File: src/rtl/fepc_pkg.sv
// shared constants for the flash erase/program control block and its controller
package fepc_pkg;
	// special function register addresses
	localparam logic [7:0]  SFR_ERASE_TRIG = 8'h94;
	localparam logic [7:0]  SFR_FLASH_CTL  = 8'hB2;
	localparam logic [7:0]  SFR_PAGE_ADDR  = 8'hB7;
	// erase trigger patterns
	localparam logic [7:0]  PAT_PAGE_ERASE = 8'h55;
	localparam logic [7:0]  PAT_MASS_ERASE = 8'hAA;
	localparam logic [7:0]  BYTE_ZERO      = 8'h00;
	// field positions
	localparam int          PWE_BIT        = 0;
	localparam int          MEEN_BIT       = 1;
	localparam int          PAGE_LSB       = 1;
	localparam int          PAGE_MSB       = 7;
	localparam int          PAGE_W         = 7;
	// external data address of the configuration byte holding the low-current select
	localparam logic [15:0] CFG_XADDR      = 16'h2005;
	localparam int          LOWCUR_BIT     = 1;
	localparam logic        LOWCUR_RST     = 1'b0;
	// controller APB register offsets
	localparam logic [7:0]  APB_CMD        = 8'h00;
	localparam logic [7:0]  APB_ARG        = 8'h04;
	localparam logic [7:0]  APB_CFG        = 8'h08;
	localparam logic [7:0]  APB_STATUS     = 8'h0C;
	localparam logic [31:0] WORD_ZERO      = 32'h0000_0000;
	// argument, configuration and status register fields
	localparam int          ARG_ADDR_LSB   = 0;
	localparam int          ARG_ADDR_MSB   = 15;
	localparam int          ARG_DATA_LSB   = 16;
	localparam int          ARG_DATA_MSB   = 23;
	localparam int          CFG_INTEN_BIT  = 0;
	localparam int          ST_BUSY_BIT    = 0;
	localparam int          ST_READY_BIT   = 1;
	localparam int          ST_RD_LSB      = 8;
	localparam int          ST_RD_MSB      = 15;
	// controller commands
	typedef enum logic [2:0] {
		FEPC_OP_NONE  = 3'h0,
		FEPC_OP_PAGE  = 3'h1,
		FEPC_OP_MASS  = 3'h2,
		FEPC_OP_PROG  = 3'h3,
		FEPC_OP_SFRW  = 3'h4,
		FEPC_OP_XWR   = 3'h5,
		FEPC_OP_SFRR  = 3'h6
	} fepc_op_e;
	// kinds of a single core access
	typedef enum logic [1:0] {
		FEPC_K_NONE,
		FEPC_K_SFRW,
		FEPC_K_XMOV,
		FEPC_K_SFRR
	} fepc_kind_e;
endpackage

File: src/rtl/fepc_if.sv
// core-side bus between the microcontroller core and the flash control block
`timescale 1ns/1ps
interface fepc_if;
	logic        sfr_wr;
	logic        sfr_rd;
	logic [7:0]  sfr_addr;
	logic [7:0]  sfr_wdata;
	logic [7:0]  sfr_rdata;
	logic        sfr_rvalid;
	logic        xmov_wr;
	logic [15:0] xmov_addr;
	logic [7:0]  xmov_data;
	logic        int_en;
	logic        ready;
	modport core (
		output sfr_wr, sfr_rd, sfr_addr, sfr_wdata, xmov_wr, xmov_addr, xmov_data, int_en,
		input  sfr_rdata, sfr_rvalid, ready
	);
	modport dev (
		input  sfr_wr, sfr_rd, sfr_addr, sfr_wdata, xmov_wr, xmov_addr, xmov_data, int_en,
		output sfr_rdata, sfr_rvalid, ready
	);
endinterface

File: src/rtl/fepc_core_ctl.sv
// core-side controller: APB registers turned into register and move sequences
`timescale 1ns/1ps
module fepc_core_ctl
	import fepc_pkg::*;
(
	input  wire logic        CLK,
	input  wire logic        SYS_RST,
	fepc_if.core             BUS,
	input  wire logic        PSEL,
	input  wire logic        PENABLE,
	input  wire logic        PWRITE,
	input  wire logic [7:0]  PADDR,
	input  wire logic [31:0] PWDATA,
	output logic [31:0]      PRDATA,
	output logic             PREADY,
	output logic             PSLVERR
);
	import fepc_pkg::*;

	typedef enum logic [1:0] {
		FEPC_H_IDLE,
		FEPC_H_ISSUE,
		FEPC_H_WAITR
	} fepc_hst_e;

	fepc_hst_e   st_q;
	fepc_kind_e  kind_q [2];
	logic [15:0] addr_q [2];
	logic [7:0]  data_q [2];
	logic        idx_q;
	logic [23:0] arg_q;
	logic        inten_q;
	logic [7:0]  rd_q;
	logic        stb_q;
	logic        setup;
	logic        wr_cmd;
	logic        taken;
	logic        mapped;
	fepc_op_e    op;
	logic [15:0] a_addr;
	logic [7:0]  a_data;

	assign setup  = PSEL & ~PENABLE;
	assign wr_cmd = setup & PWRITE & (PADDR == APB_CMD) & (st_q == FEPC_H_IDLE);
	assign taken  = stb_q & BUS.ready;
	assign mapped = (PADDR == APB_CMD) | (PADDR == APB_ARG) | (PADDR == APB_CFG) | (PADDR == APB_STATUS);
	assign op     = fepc_op_e'(PWDATA[2:0]);
	assign a_addr = arg_q[ARG_ADDR_MSB:ARG_ADDR_LSB];
	assign a_data = arg_q[ARG_DATA_MSB:ARG_DATA_LSB];

	// APB slave: every transfer answers in its first access cycle
	always_ff @(posedge CLK)
	begin
		if (SYS_RST)
		begin
			PREADY  <= 1'b0;
			PSLVERR <= 1'b0;
			PRDATA  <= WORD_ZERO;
			arg_q   <= '0;
			inten_q <= 1'b0;
		end
		else
		begin
			PREADY <= 1'b1;
			if (setup)
			begin
				PSLVERR <= ~mapped;
				PRDATA  <= WORD_ZERO;
				if (PWRITE && PADDR == APB_ARG)
				begin
					arg_q <= PWDATA[ARG_DATA_MSB:0];
				end
				if (PWRITE && PADDR == APB_CFG)
				begin
					inten_q <= PWDATA[CFG_INTEN_BIT];
				end
				if (!PWRITE)
				begin
					case (PADDR)
						APB_ARG:    PRDATA[ARG_DATA_MSB:0] <= arg_q;
						APB_CFG:    PRDATA[CFG_INTEN_BIT] <= inten_q;
						APB_STATUS:
						begin
							PRDATA[ST_BUSY_BIT]          <= (st_q != FEPC_H_IDLE);
							PRDATA[ST_READY_BIT]         <= BUS.ready;
							PRDATA[ST_RD_MSB:ST_RD_LSB]  <= rd_q;
						end
						default:    PRDATA <= WORD_ZERO;
					endcase
				end
			end
		end
	end

	// a command expands into at most two core accesses; pattern always after its setup
	always_ff @(posedge CLK)
	begin
		if (SYS_RST)
		begin
			kind_q <= '{FEPC_K_NONE, FEPC_K_NONE};
			addr_q <= '{16'h0000, 16'h0000};
			data_q <= '{BYTE_ZERO, BYTE_ZERO};
		end
		else if (wr_cmd)
		begin
			kind_q <= '{FEPC_K_NONE, FEPC_K_NONE};
			case (op)
				FEPC_OP_PAGE:
				begin
					kind_q <= '{FEPC_K_SFRW, FEPC_K_SFRW};
					addr_q <= '{{8'h00, SFR_PAGE_ADDR}, {8'h00, SFR_ERASE_TRIG}};
					data_q <= '{{a_addr[PAGE_W-1:0], 1'b0}, PAT_PAGE_ERASE};
				end
				FEPC_OP_MASS:
				begin
					kind_q <= '{FEPC_K_SFRW, FEPC_K_SFRW};
					addr_q <= '{{8'h00, SFR_FLASH_CTL}, {8'h00, SFR_ERASE_TRIG}};
					data_q <= '{8'(1 << MEEN_BIT), PAT_MASS_ERASE};
				end
				FEPC_OP_PROG:
				begin
					kind_q <= '{FEPC_K_SFRW, FEPC_K_XMOV};
					addr_q <= '{{8'h00, SFR_FLASH_CTL}, a_addr};
					data_q <= '{8'(1 << PWE_BIT), a_data};
				end
				FEPC_OP_SFRW:
				begin
					kind_q <= '{FEPC_K_SFRW, FEPC_K_NONE};
					addr_q <= '{a_addr, 16'h0000};
					data_q <= '{a_data, BYTE_ZERO};
				end
				FEPC_OP_XWR:
				begin
					kind_q <= '{FEPC_K_XMOV, FEPC_K_NONE};
					addr_q <= '{a_addr, 16'h0000};
					data_q <= '{a_data, BYTE_ZERO};
				end
				FEPC_OP_SFRR:
				begin
					kind_q <= '{FEPC_K_SFRR, FEPC_K_NONE};
					addr_q <= '{a_addr, 16'h0000};
					data_q <= '{BYTE_ZERO, BYTE_ZERO};
				end
				default:
				begin
					kind_q <= '{FEPC_K_NONE, FEPC_K_NONE};
				end
			endcase
		end
	end

	// access sequencer; a strobe stands until the device is ready to take it
	always_ff @(posedge CLK)
	begin
		if (SYS_RST)
		begin
			st_q  <= FEPC_H_IDLE;
			idx_q <= 1'b0;
			stb_q <= 1'b0;
			rd_q  <= BYTE_ZERO;
		end
		else
		begin
			case (st_q)
				FEPC_H_IDLE:
				begin
					idx_q <= 1'b0;
					if (wr_cmd && op != FEPC_OP_NONE && op <= FEPC_OP_SFRR)
					begin
						st_q  <= FEPC_H_ISSUE;
						stb_q <= 1'b1;
					end
				end
				FEPC_H_ISSUE:
				begin
					if (taken)
					begin
						stb_q <= 1'b0;
						if (kind_q[idx_q] == FEPC_K_SFRR)
						begin
							st_q <= FEPC_H_WAITR;
						end
						else if (!idx_q && kind_q[1] != FEPC_K_NONE)
						begin
							idx_q <= 1'b1;
						end
						else
						begin
							st_q <= FEPC_H_IDLE;
						end
					end
					else
					begin
						stb_q <= 1'b1;
					end
				end
				FEPC_H_WAITR:
				begin
					if (BUS.sfr_rvalid)
					begin
						rd_q <= BUS.sfr_rdata;
						st_q <= FEPC_H_IDLE;
					end
				end
				default:
				begin
					st_q  <= FEPC_H_IDLE;
					stb_q <= 1'b0;
				end
			endcase
		end
	end

	assign BUS.sfr_wr    = stb_q & (kind_q[idx_q] == FEPC_K_SFRW);
	assign BUS.sfr_rd    = stb_q & (kind_q[idx_q] == FEPC_K_SFRR);
	assign BUS.xmov_wr   = stb_q & (kind_q[idx_q] == FEPC_K_XMOV);
	assign BUS.sfr_addr  = addr_q[idx_q][7:0];
	assign BUS.sfr_wdata = data_q[idx_q];
	assign BUS.xmov_addr = addr_q[idx_q];
	assign BUS.xmov_data = data_q[idx_q];
	assign BUS.int_en    = inten_q;
endmodule

File: src/flat_wrapper.sv
// flat-port wrapper written by rule: the top's interface ports become plain ports
module fepc_core_ctl_flat import fepc_pkg::*;
  (CLK, SYS_RST, PSEL, PENABLE, PWRITE, PADDR, PWDATA, PRDATA, PREADY, PSLVERR, BUS_sfr_wr, BUS_sfr_rd, BUS_sfr_addr, BUS_sfr_wdata, BUS_xmov_wr, BUS_xmov_addr, BUS_xmov_data, BUS_int_en, BUS_sfr_rdata, BUS_sfr_rvalid, BUS_ready);
  fepc_if BUS_i ();
  input  wire logic CLK;
  input  wire logic SYS_RST;
  input  wire logic PSEL;
  input  wire logic PENABLE;
  input  wire logic PWRITE;
  input  wire logic [7:0] PADDR;
  input  wire logic [31:0] PWDATA;
  output logic [31:0] PRDATA;
  output logic PREADY;
  output logic PSLVERR;
  output wire logic [$bits(BUS_i.sfr_wr)-1:0] BUS_sfr_wr;
  output wire logic [$bits(BUS_i.sfr_rd)-1:0] BUS_sfr_rd;
  output wire logic [$bits(BUS_i.sfr_addr)-1:0] BUS_sfr_addr;
  output wire logic [$bits(BUS_i.sfr_wdata)-1:0] BUS_sfr_wdata;
  output wire logic [$bits(BUS_i.xmov_wr)-1:0] BUS_xmov_wr;
  output wire logic [$bits(BUS_i.xmov_addr)-1:0] BUS_xmov_addr;
  output wire logic [$bits(BUS_i.xmov_data)-1:0] BUS_xmov_data;
  output wire logic [$bits(BUS_i.int_en)-1:0] BUS_int_en;
  input wire logic [$bits(BUS_i.sfr_rdata)-1:0] BUS_sfr_rdata;
  input wire logic [$bits(BUS_i.sfr_rvalid)-1:0] BUS_sfr_rvalid;
  input wire logic [$bits(BUS_i.ready)-1:0] BUS_ready;
  assign BUS_sfr_wr = BUS_i.sfr_wr;
  assign BUS_sfr_rd = BUS_i.sfr_rd;
  assign BUS_sfr_addr = BUS_i.sfr_addr;
  assign BUS_sfr_wdata = BUS_i.sfr_wdata;
  assign BUS_xmov_wr = BUS_i.xmov_wr;
  assign BUS_xmov_addr = BUS_i.xmov_addr;
  assign BUS_xmov_data = BUS_i.xmov_data;
  assign BUS_int_en = BUS_i.int_en;
  assign BUS_i.sfr_rdata = BUS_sfr_rdata;
  assign BUS_i.sfr_rvalid = BUS_sfr_rvalid;
  assign BUS_i.ready = BUS_ready;
  fepc_core_ctl u_core (.CLK(CLK), .SYS_RST(SYS_RST), .BUS(BUS_i), .PSEL(PSEL), .PENABLE(PENABLE), .PWRITE(PWRITE), .PADDR(PADDR), .PWDATA(PWDATA), .PRDATA(PRDATA), .PREADY(PREADY), .PSLVERR(PSLVERR));
endmodule
File: config.mk
export PLATFORM = sky130hd
export DESIGN_NAME = fepc_core_ctl_flat
export DESIGN_NICKNAME = d
export VERILOG_FILES = /design/src/rtl/fepc_pkg.sv /design/src/rtl/fepc_if.sv /design/src/rtl/fepc_core_ctl.sv /design/src/flat_wrapper.sv
export SDC_FILE = /design/constraint.sdc
export NUM_CORES = 1
export LEC_CHECK = 0
export BUFFER_PORTS_ARGS = -buffer_cell sky130_fd_sc_hd__buf_2
export CAP_MARGIN = 10
export CELL_PAD_IN_SITES_DETAIL_PLACEMENT = 0
export CELL_PAD_IN_SITES_GLOBAL_PLACEMENT = 1
export CORE_AREA = 2 2 119 121
export DETAILED_ROUTE_END_ITERATION = 8
export DIE_AREA = 0 0 121 123
export PLACE_DENSITY = 0.86
export SLEW_MARGIN = 20
export SYNTH_ARGS = -nofsm -noshare
export SYNTH_HDL_FRONTEND = slang
export SYNTH_SLANG_ARGS = --single-unit
File: constraint.sdc
create_clock -name CLK -period 2.4 [get_ports CLK]
set_input_delay 0.24 -clock CLK [delete_from_list [all_inputs] [get_ports CLK]]
set_output_delay 0.24 -clock CLK [all_outputs]
set_load 0.005 [all_outputs]
# After elaboration in Yosys (flattened, before gate mapping)
# Cells that the tools add are included.
# Widths: inputs -> output; s select.
# word_totals
reg_bits	123
inputBits	55
output_inout_bits	78
# classes
magnitude_cmp	2
n_eq_ne	20
reduce_logical	25
bitwise	15
n_mux	32
# op_table
cell	n
$pmux 32 s4	1
$pmux 16 s5	1
$mux 16	3
$mux 8	4
$mux 24	1
$pmux 4 s5	1
$eq 8x4->1 const B	2
$mux 2	8
$pmux 8 s2	1
$reduce_and 2->1	6
$eq 3x3->1 const B	3
$and 1x1->1	8
$eq 8x3->1 const B	1
$logic_not 8->1	1
$reduce_and 4->1	2
$eq 2x2->1 const B	3
$eq 3x2->1 const B	2
$mux 1	6
$mux 6	1
$ne 2x2->1 const B	3
$pmux 1 s3	2
$pmux 2 s3	1
$reduce_bool 2->1	3
$logic_and 1x1->1	5
other kinds (17)	25

# Longest topological paths before layout
# Gate-level depths: netlist of the first run.
# logic_depth
ltp_word	9
ltp_mapped	8
depth_no_buf	4

# Worst setup path before layout of the first run
# No wires, ideal clock.
# synth_path
path_kind	input to register
start	input port PADDR[1]
end	register u_core.arg_q[10]
t_required_ns	2.268
setup_slack_ns	0.554
path_stages	6
t_arrival_ns	1.714
setup_time_ns	0.132
path_cell_list	or4_4 or4_4 buf_6 buf_8 nand2_1 a21oi_1
# synth_via
elab_chain_cells	3
# synth_lines
element	line_no	rtl
start: declaration	flat_wrapper.sv:10	input wire logic [7:0] PADDR;
$eq 8x3->1	fepc_core_ctl.sv:69	if (PWRITE && PADDR == APB_ARG)
$logic_and 1x1->1	fepc_core_ctl.sv:69	
$reduce_and 2->1 (no line)	n/a	
end signal: assignment	fepc_core_ctl.sv:71	arg_q <= PWDATA[ARG_DATA_MSB:0];
end: declaration	fepc_core_ctl.sv:31	logic [23:0] arg_q;
# Every way passes these cells.
# A chain may end at the register's enable or synchronous reset.

# Final worst setup path of the first run
# layout_path
start	register u_core.idx_q
end	output port BUS_sfr_wr
# layout_via
elab_chain_cells	6
# layout_lines
element	line_no	rtl
start: declaration	fepc_core_ctl.sv:30	logic idx_q;
start signal: assignment	fepc_core_ctl.sv:158	idx_q <= 1'b0;
start signal: assignment	fepc_core_ctl.sv:167	idx_q <= 1'b0;
start signal: assignment	fepc_core_ctl.sv:185	idx_q <= 1'b1;
$not 1->2 (implied by the code)	fepc_core_ctl.sv:214	assign BUS.sfr_wr = stb_q & (kind_q[idx_q] == FEPC_K_SFRW);
$mux 2 (implied by the code) (3 in series)	fepc_core_ctl.sv:214	
$eq 2x1->1	fepc_core_ctl.sv:214	
$and 1x1->1	fepc_core_ctl.sv:214	
end: declaration	flat_wrapper.sv:15	output wire logic [$bits(BUS_i.sfr_wr)-1:0] BUS_sfr_wr;
# Every way passes these cells. The select of a mux whose other input is x is not followed.

==> results_dict.tcl, run 1 <==
set metrics [dict create \
    relSlewSlack 0.5660 \
    fmax_ghz 0.5272 \
    num_io_pins 133 \
    period_needed_ns 1.897 \
    layout_common_cells "116 x buf_2, 115 x dfxtp_1, 73 x nand2_1" \
    fin_tns_setup_ns 0 \
    cts_resized 0 \
    period_share 0.7903 \
    finClkSkew_ns 0.01301 \
    synthArstFlopShare 0 \
    worst_ep_arrival_time_ns 1.66 \
    grt_setup_unrepaired "no" \
    post-route-util 0.4669 \
    drive_gt1_frac 0.3021 \
    max-clock-path-buffers 2 \
    antenna_cells 0 \
    synth_warnings 0 \
    area_growth_pct 22.86 \
    worstPathRequired_ns 2.16 \
    fin_nets 714 \
    worst_setup_path_start_kind "flop" \
    antenna_found_initial 0 \
    fillCellCount 1273 \
    stdcell_count 852 \
    cpLargestDelayFamily "simple AND/OR/NAND/NOR gates" \
    fp.dieArea_um2 14880 \
    ys.flop_type "dfxtp_1" \
    ant_nets 0 \
    pwr_density_cell_nw_per_um2 727.1 \
    routed_wl_mm 14.38 \
    vias 4668 \
    dpl.cell_count 820 \
    crit_path_max_incr_delay_ns 0.44 \
    path_cells "buf_4 -> or3b_2 -> a21boi_0 -> buf_2" \
    crit_type "flop to output pin" \
    synth_area_um2 5172 \
    cp_num_buf_inv 2 \
    seq_area_frac_synth 0.4451 \
    worstMarginPinSlew_ns 0.6501 \
    grt_pass1_vias 4353 \
    grt_usage 0.1942 \
    cts-root-buf "clkbuf_16" \
    setup_slack_ns 0.5033 \
    synth_area_per_cell_um2 9.123 \
    die_w_um 121 \
    std_cell_rows 43 \
    crit_fanout 15 \
    synth_edf_count 0 \
    initial_core_util 0.3800 \
    routabilityCongestion 0.8457 \
    grt_pass1_wl_mm 22.44 \
    cts_setup_buffers 0 \
    die_h_um 123 \
    syn_inst 567 \
    numCtsBuffers 17 \
    synth_cell_types 55 \
    overflow 0 \
    status "finished, final reports clean" \
    wl_per_cell_um 16.87 \
    drc_errors 0 \
    cts_tree "yes" \
    core_um2 13610 \
    drv_cap 0 \
    grt_max_degree 64 \
    firstDrtPassIters 5 \
    drv_slew 0 \
    peakVddDrop_mv 0.5301 \
    dp_worst_setup_slack_ns 0.3779 \
    drtIter0Drc 220 \
    port_buffers 116 \
    clk-insertion-delay-late_ns 0.41 \
    postCtsHoldBufs 0 \
    end_kind "output pin" \
    via_per_inst 5.479 \
    setup_viol 0 \
    p_leak_uw 0.002826 \
    min_path_type "primary input to flop" \
    final-hold-violation-count 0 \
    htree_levels 4 \
    ys_seq_elements 115 \
    final_common_cell "buf_2" \
    cpMaxStageDelayCell "or3b_2" \
    clkSinkCount 115 \
    dpl.hpwl_mm 9.963 \
    path_clk_slew_ns 0.05 \
]
## report_power, final
| part | switching, uW | total (uW) | internal (uW) | leakage, uW |
|---|---|---|---|---|
| clock network | 890 | 2510 | 1620 | 0.000294 |
| logic | 130 | 192 | 61.7 | 0.00161 |
| registers | 1.11 | 1910 | 1910 | 0.000926 |
## state kept, by name, indices dropped and copies added, names as in the netlist, 2 cells and up
| signal | flops |
|---|---|
| u_core.rd_q | 8 |
| u_core.PRDATA | 24 |
| u_core.addr_q | 32 |
| u_core.data_q | 16 |
| u_core.kind_q | 4 |
| u_core.arg_q | 24 |
| u_core.st_q | 2 |
## worst min-delay path, cell delays in order
cell and delay, ns:
buf_2 0.07, mux2i_1 0.05, nor2_1 0.07
## cell usage after synthesis, types with 9 or more instances
library cell,instances,share of area
nor3_1,11,0.011
a22oi_1,24,0.035
buf_4,24,0.035
dfxtp_1,115,0.45
clkbuf_1,30,0.022
nor2_1,37,0.027
a41o_1,13,0.025
a22o_1,10,0.017
o211a_1,13,0.025
a21oi_1,62,0.060
mux2i_1,15,0.029
mux2_2,24,0.052
o21ai_1,10,0.0097
a211oi_1,9,0.013
nand2_1,73,0.053
## kinds of logic (layout without fill, tap and decap cells)
logic type | Yosys count | in the layout | synth area share
AO/OA/AOI/OAI | 169 | 169 | 0.2257
XOR/XNOR | 1 | 1 | 0.001694
buffers and inverters | 73 | 171 | 0.07789
flip-flops | 115 | 115 | 0.4451
multiplexers | 39 | 39 | 0.08128
other | 1 | 8 | 0.0007250
AND/OR/NAND/NOR | 169 | 169 | 0.1676
## area by class of cell
class	count	area (um^2)	area share
Multi-Input combinational cell	386	2494	0.3924
Sequential cell	115	2302	0.3623
Timing Repair Buffer	136	730.7	0.1150
Clock buffer	18	429.2	0.06753
Tap cell	180	225.2	0.03544
Clock inverter	14	162.7	0.02560
Inverter	3	11.26	0.001772
## metal layers
metal	vias up	share of wire	GRT usage	routed length [um]
met3	22	0.065	0.04659	941
li1	2229	-	-	-
met5	-	0	0	0
met4	0	0.022	0.08067	312
met1	2233	0.46	0.2552	6557
met2	184	0.46	0.3062	6566
## final timing paths
check                                  startpoint                 to  slack [ns]  depth (start not counted)
worst min-delay path             BUS_sfr_rdata[4]     u_core.rd_q[4]        0.06                          3
worst min register to register  u_core.addr_q[18]  u_core.addr_q[18]        0.45                          2
worst max register to register     u_core.st_q[0]   u_core.data_q[9]        0.65                          5
worst max-delay path                 u_core.idx_q         BUS_sfr_wr        0.50                          4
## through the flow
step / power, uW / hold slack, ns / area, um^2
after floorplan: 2069 / 0.3805 / 5199
after global placement: 2139 / 0.4395 / 5763
after detailed placement: 2142 / 0.4428 / 5763
after CTS: 4642 / 0.04916 / 6355
after global routing: 4752 / 0.05792 / 6355
final: 4620 / 0.05558 / 6355
No activity file was read; power rests on OpenSTA's default activity.
==> inputs of run 2 (changes only) <==
Settings changed: ABC_AREA set to 1, CORE_AREA 2 2 119 121 to 2 2 122 124, DIE_AREA 0 0 121 123 to 0 0 124 126, PLACE_DENSITY 0.86 to 0.87.
Clock period 2.4 ns to 1.95 ns, I/O delays scaled along.
==> run 2 against run 1 <==
  * Global-route usage is 0.40 points lower
  * Clock skew fell by 0.0075 ns
  * Utilization shrank 1.2 points
  * Sequential share of layout area is 0.83 points lower
  * Clock power up 62%
  * Final cell count rose by 20%
==> results_dict.tcl, run 2 <==
set metrics [dict create \
    status "finished, final reports clean" \
    dp_worst_setup_slack_ns 0.3478 \
    fp.dieArea_um2 15620 \
    synthTopCellsByArea "dfxtp_1 44%, nand2_1 13%, a21oi_1 8.4%, o21ai_0 5.5%, nor2_1 5.1%" \
    max-clock-path-buffers 2 \
    drtIter0Drc 424 \
    crit_fanout 18 \
    antenna_cells 0 \
    std_cell_rows 44 \
    synth.top_cell.area_share 0.4438 \
    worstMarginPinSlew_ns 0.7046 \
    clkSinkCount 115 \
    cts_setup_buffers 0 \
    routabilityCongestion 0.8188 \
    final_common_cell "nand2_1" \
    grt_setup_unrepaired "no" \
    synthArstFlopShare 0 \
    vias 4960 \
    grt_pass1_wl_mm 22.78 \
    die_w_um 124 \
    clk-insertion-delay-late_ns 0.42 \
    drc_errors 0 \
    largestRegisters "u_core.addr_q x32, u_core.PRDATA x24, u_core.arg_q x24" \
    seqCellArea_um2 2302 \
    grt_pass1_vias 4399 \
    yosysMostFrequentCell "nand2_1" \
    postCtsHoldBufs 0 \
    htree_levels 4 \
    antenna_found_initial 0 \
    period_needed_ns 1.877 \
    setup_slack_ns 0.07253 \
    switchingPower_uw 1281 \
    final-hold-violation-count 0 \
    drv_cap 0 \
    cts_tree "yes" \
    synth_area_um2 5187 \
    seq_area_frac_synth 0.4438 \
    regMostFlops "u_core.addr_q" \
    fillCellCount 1512 \
    synth_warnings 0 \
    power_frac_clock 0.613 \
    largest_register_ffs 32 \
    numCtsBuffers 17 \
    die_h_um 126 \
    synth_cell_types 31 \
    pwr-share-comb 0.033 \
    ant_nets 0 \
    core_um2 14310 \
    grt_max_degree 62 \
    peakVddDrop_mv 0.6268 \
    p_leak_uw 0.002817 \
    multi_input_area_um2 2281 \
    drive_gt1_frac 0.2208 \
    fin_nets 880 \
    min_path_type "primary input to flop" \
    firstDrtPassIters 4 \
    path_clk_slew_ns 0.06 \
    period_share 0.9628 \
    grt_usage 0.1902 \
    area_growth_pct 25.37 \
    worstPathRequired_ns 1.75 \
    dpl.hpwl_mm 9.728 \
    relSlewSlack 0.5303 \
    initial_core_util 0.3624 \
    p_int_uw 5364 \
    switching_share 0.1927 \
    cts_resized 0 \
    routed_wl_mm 14.53 \
    port_buffers 116 \
    synth_area_per_cell_um2 7.096 \
    power_uw 6645 \
    num_io_pins 133 \
    overflow 0 \
    synth_edf_count 0 \
    syn_inst 731 \
    seqPwrFrac 0.354 \
    cts-root-buf "clkbuf_16" \
    setup_viol 0 \
    ys.flop_type "dfxtp_1" \
    fin_tns_setup_ns 0 \
    ys_seq_elements 115 \
    end_kind "output pin" \
    layout_common_cells "181 x nand2_1, 116 x buf_2, 115 x dfxtp_1" \
    wl_per_cell_um 14.22 \
    worst_setup_path_start_kind "flop" \
    yosys-top-cells-count "181 x nand2_1, 115 x dfxtp_1, 87 x a21oi_1" \
    drv_slew 0 \
    via_per_inst 4.853 \
    finClkSkew_ns 0.005524 \
    pwr_density_cell_nw_per_um2 1022 \
    fmax_ghz 0.5326 \
    yosysTopAreaCell "dfxtp_1" \
    worst_ep_arrival_time_ns 1.68 \
    crit_type "flop to output pin" \
]
## run 2: cell count changes in the layout (fill, tap and decap cells not counted), moves of 10 or more
| cell | delta |
|---|---|
| mux2_2 | -24 |
| nand2_1 | +108 |
| nand3_1 | +33 |
| a41o_1 | -13 |
| nor2_1 | +33 |
| mux2i_1 | -15 |
| inv_1 | +62 |
| o211a_1 | -13 |
| o21ai_0 | +51 |
| a21oi_1 | +25 |
| a22o_1 | -10 |
| a22oi_1 | -24 |
## run 2: through the flow
stage | cell area (um^2) | util | hold WS, ns | instances
floorplan | 5214 | - | 0.3617 | 738
CTS | 6504 | 0.4544 | 0.04718 | 1022
global placement | 5736 | 0.4007 | 0.4291 | 990
detailed placement | 5736 | 0.4007 | 0.4332 | 990
finish | 6504 | 0.4544 | 0.04979 | 1022
global route | 6504 | 0.4544 | 0.04529 | 1022
## run 2: final timing paths
check        slack [ns]               from                end  cells after the start
max                0.07       u_core.idx_q   BUS_xmov_data[1]                      3
min                0.05   BUS_sfr_rdata[6]     u_core.rd_q[6]                      3
max reg2reg        0.34     u_core.st_q[0]   u_core.data_q[4]                      7
min reg2reg        0.44  u_core.addr_q[17]  u_core.addr_q[17]                      2
## run 2: cell families after synthesis
| group | share of synthesized area |
|---|---|
| compound gates | 0.1729 |
| buf+inv | 0.1216 |
| flops | 0.4438 |
| other cells | 0.0007229 |
| simple gates | 0.2610 |
## run 2: power groups by stage
stage               Combinational [uW]  Clock [uW]  Sequential [uW]
floorplan                          128           0             2410
global placement                   217           0             2410
detailed placement                 218           0             2410
CTS                                219        4100             2350
global route                       242        4220             2350
finish                             218        4070             2360
## run 2: area by class of cell
type                    count  share of cell area
multi-input cells         496              0.3507
clock buffers              18             0.06753
flip-flops and latches    115              0.3540
repair buffers            128              0.1031
clock inverters            14             0.05060
well taps                 184             0.03540
inverters                  67             0.03867
## run 2: per-layer routing
metal,part of all wire,GRT usage,routed length [um],vias to the layer above
met5,0,0,0,-
met3,0.067,0.05254,971,22
met2,0.45,0.2873,6566,165
li1,-,-,-,2506
met4,0.015,0.06345,225,0
met1,0.47,0.2615,6768,2267
## run 2: critical path, stage by stage (launching register included)
cell     delay [ns]
dfxtp_1        0.34
inv_2          0.15
o21ai_0        0.55
buf_2          0.22
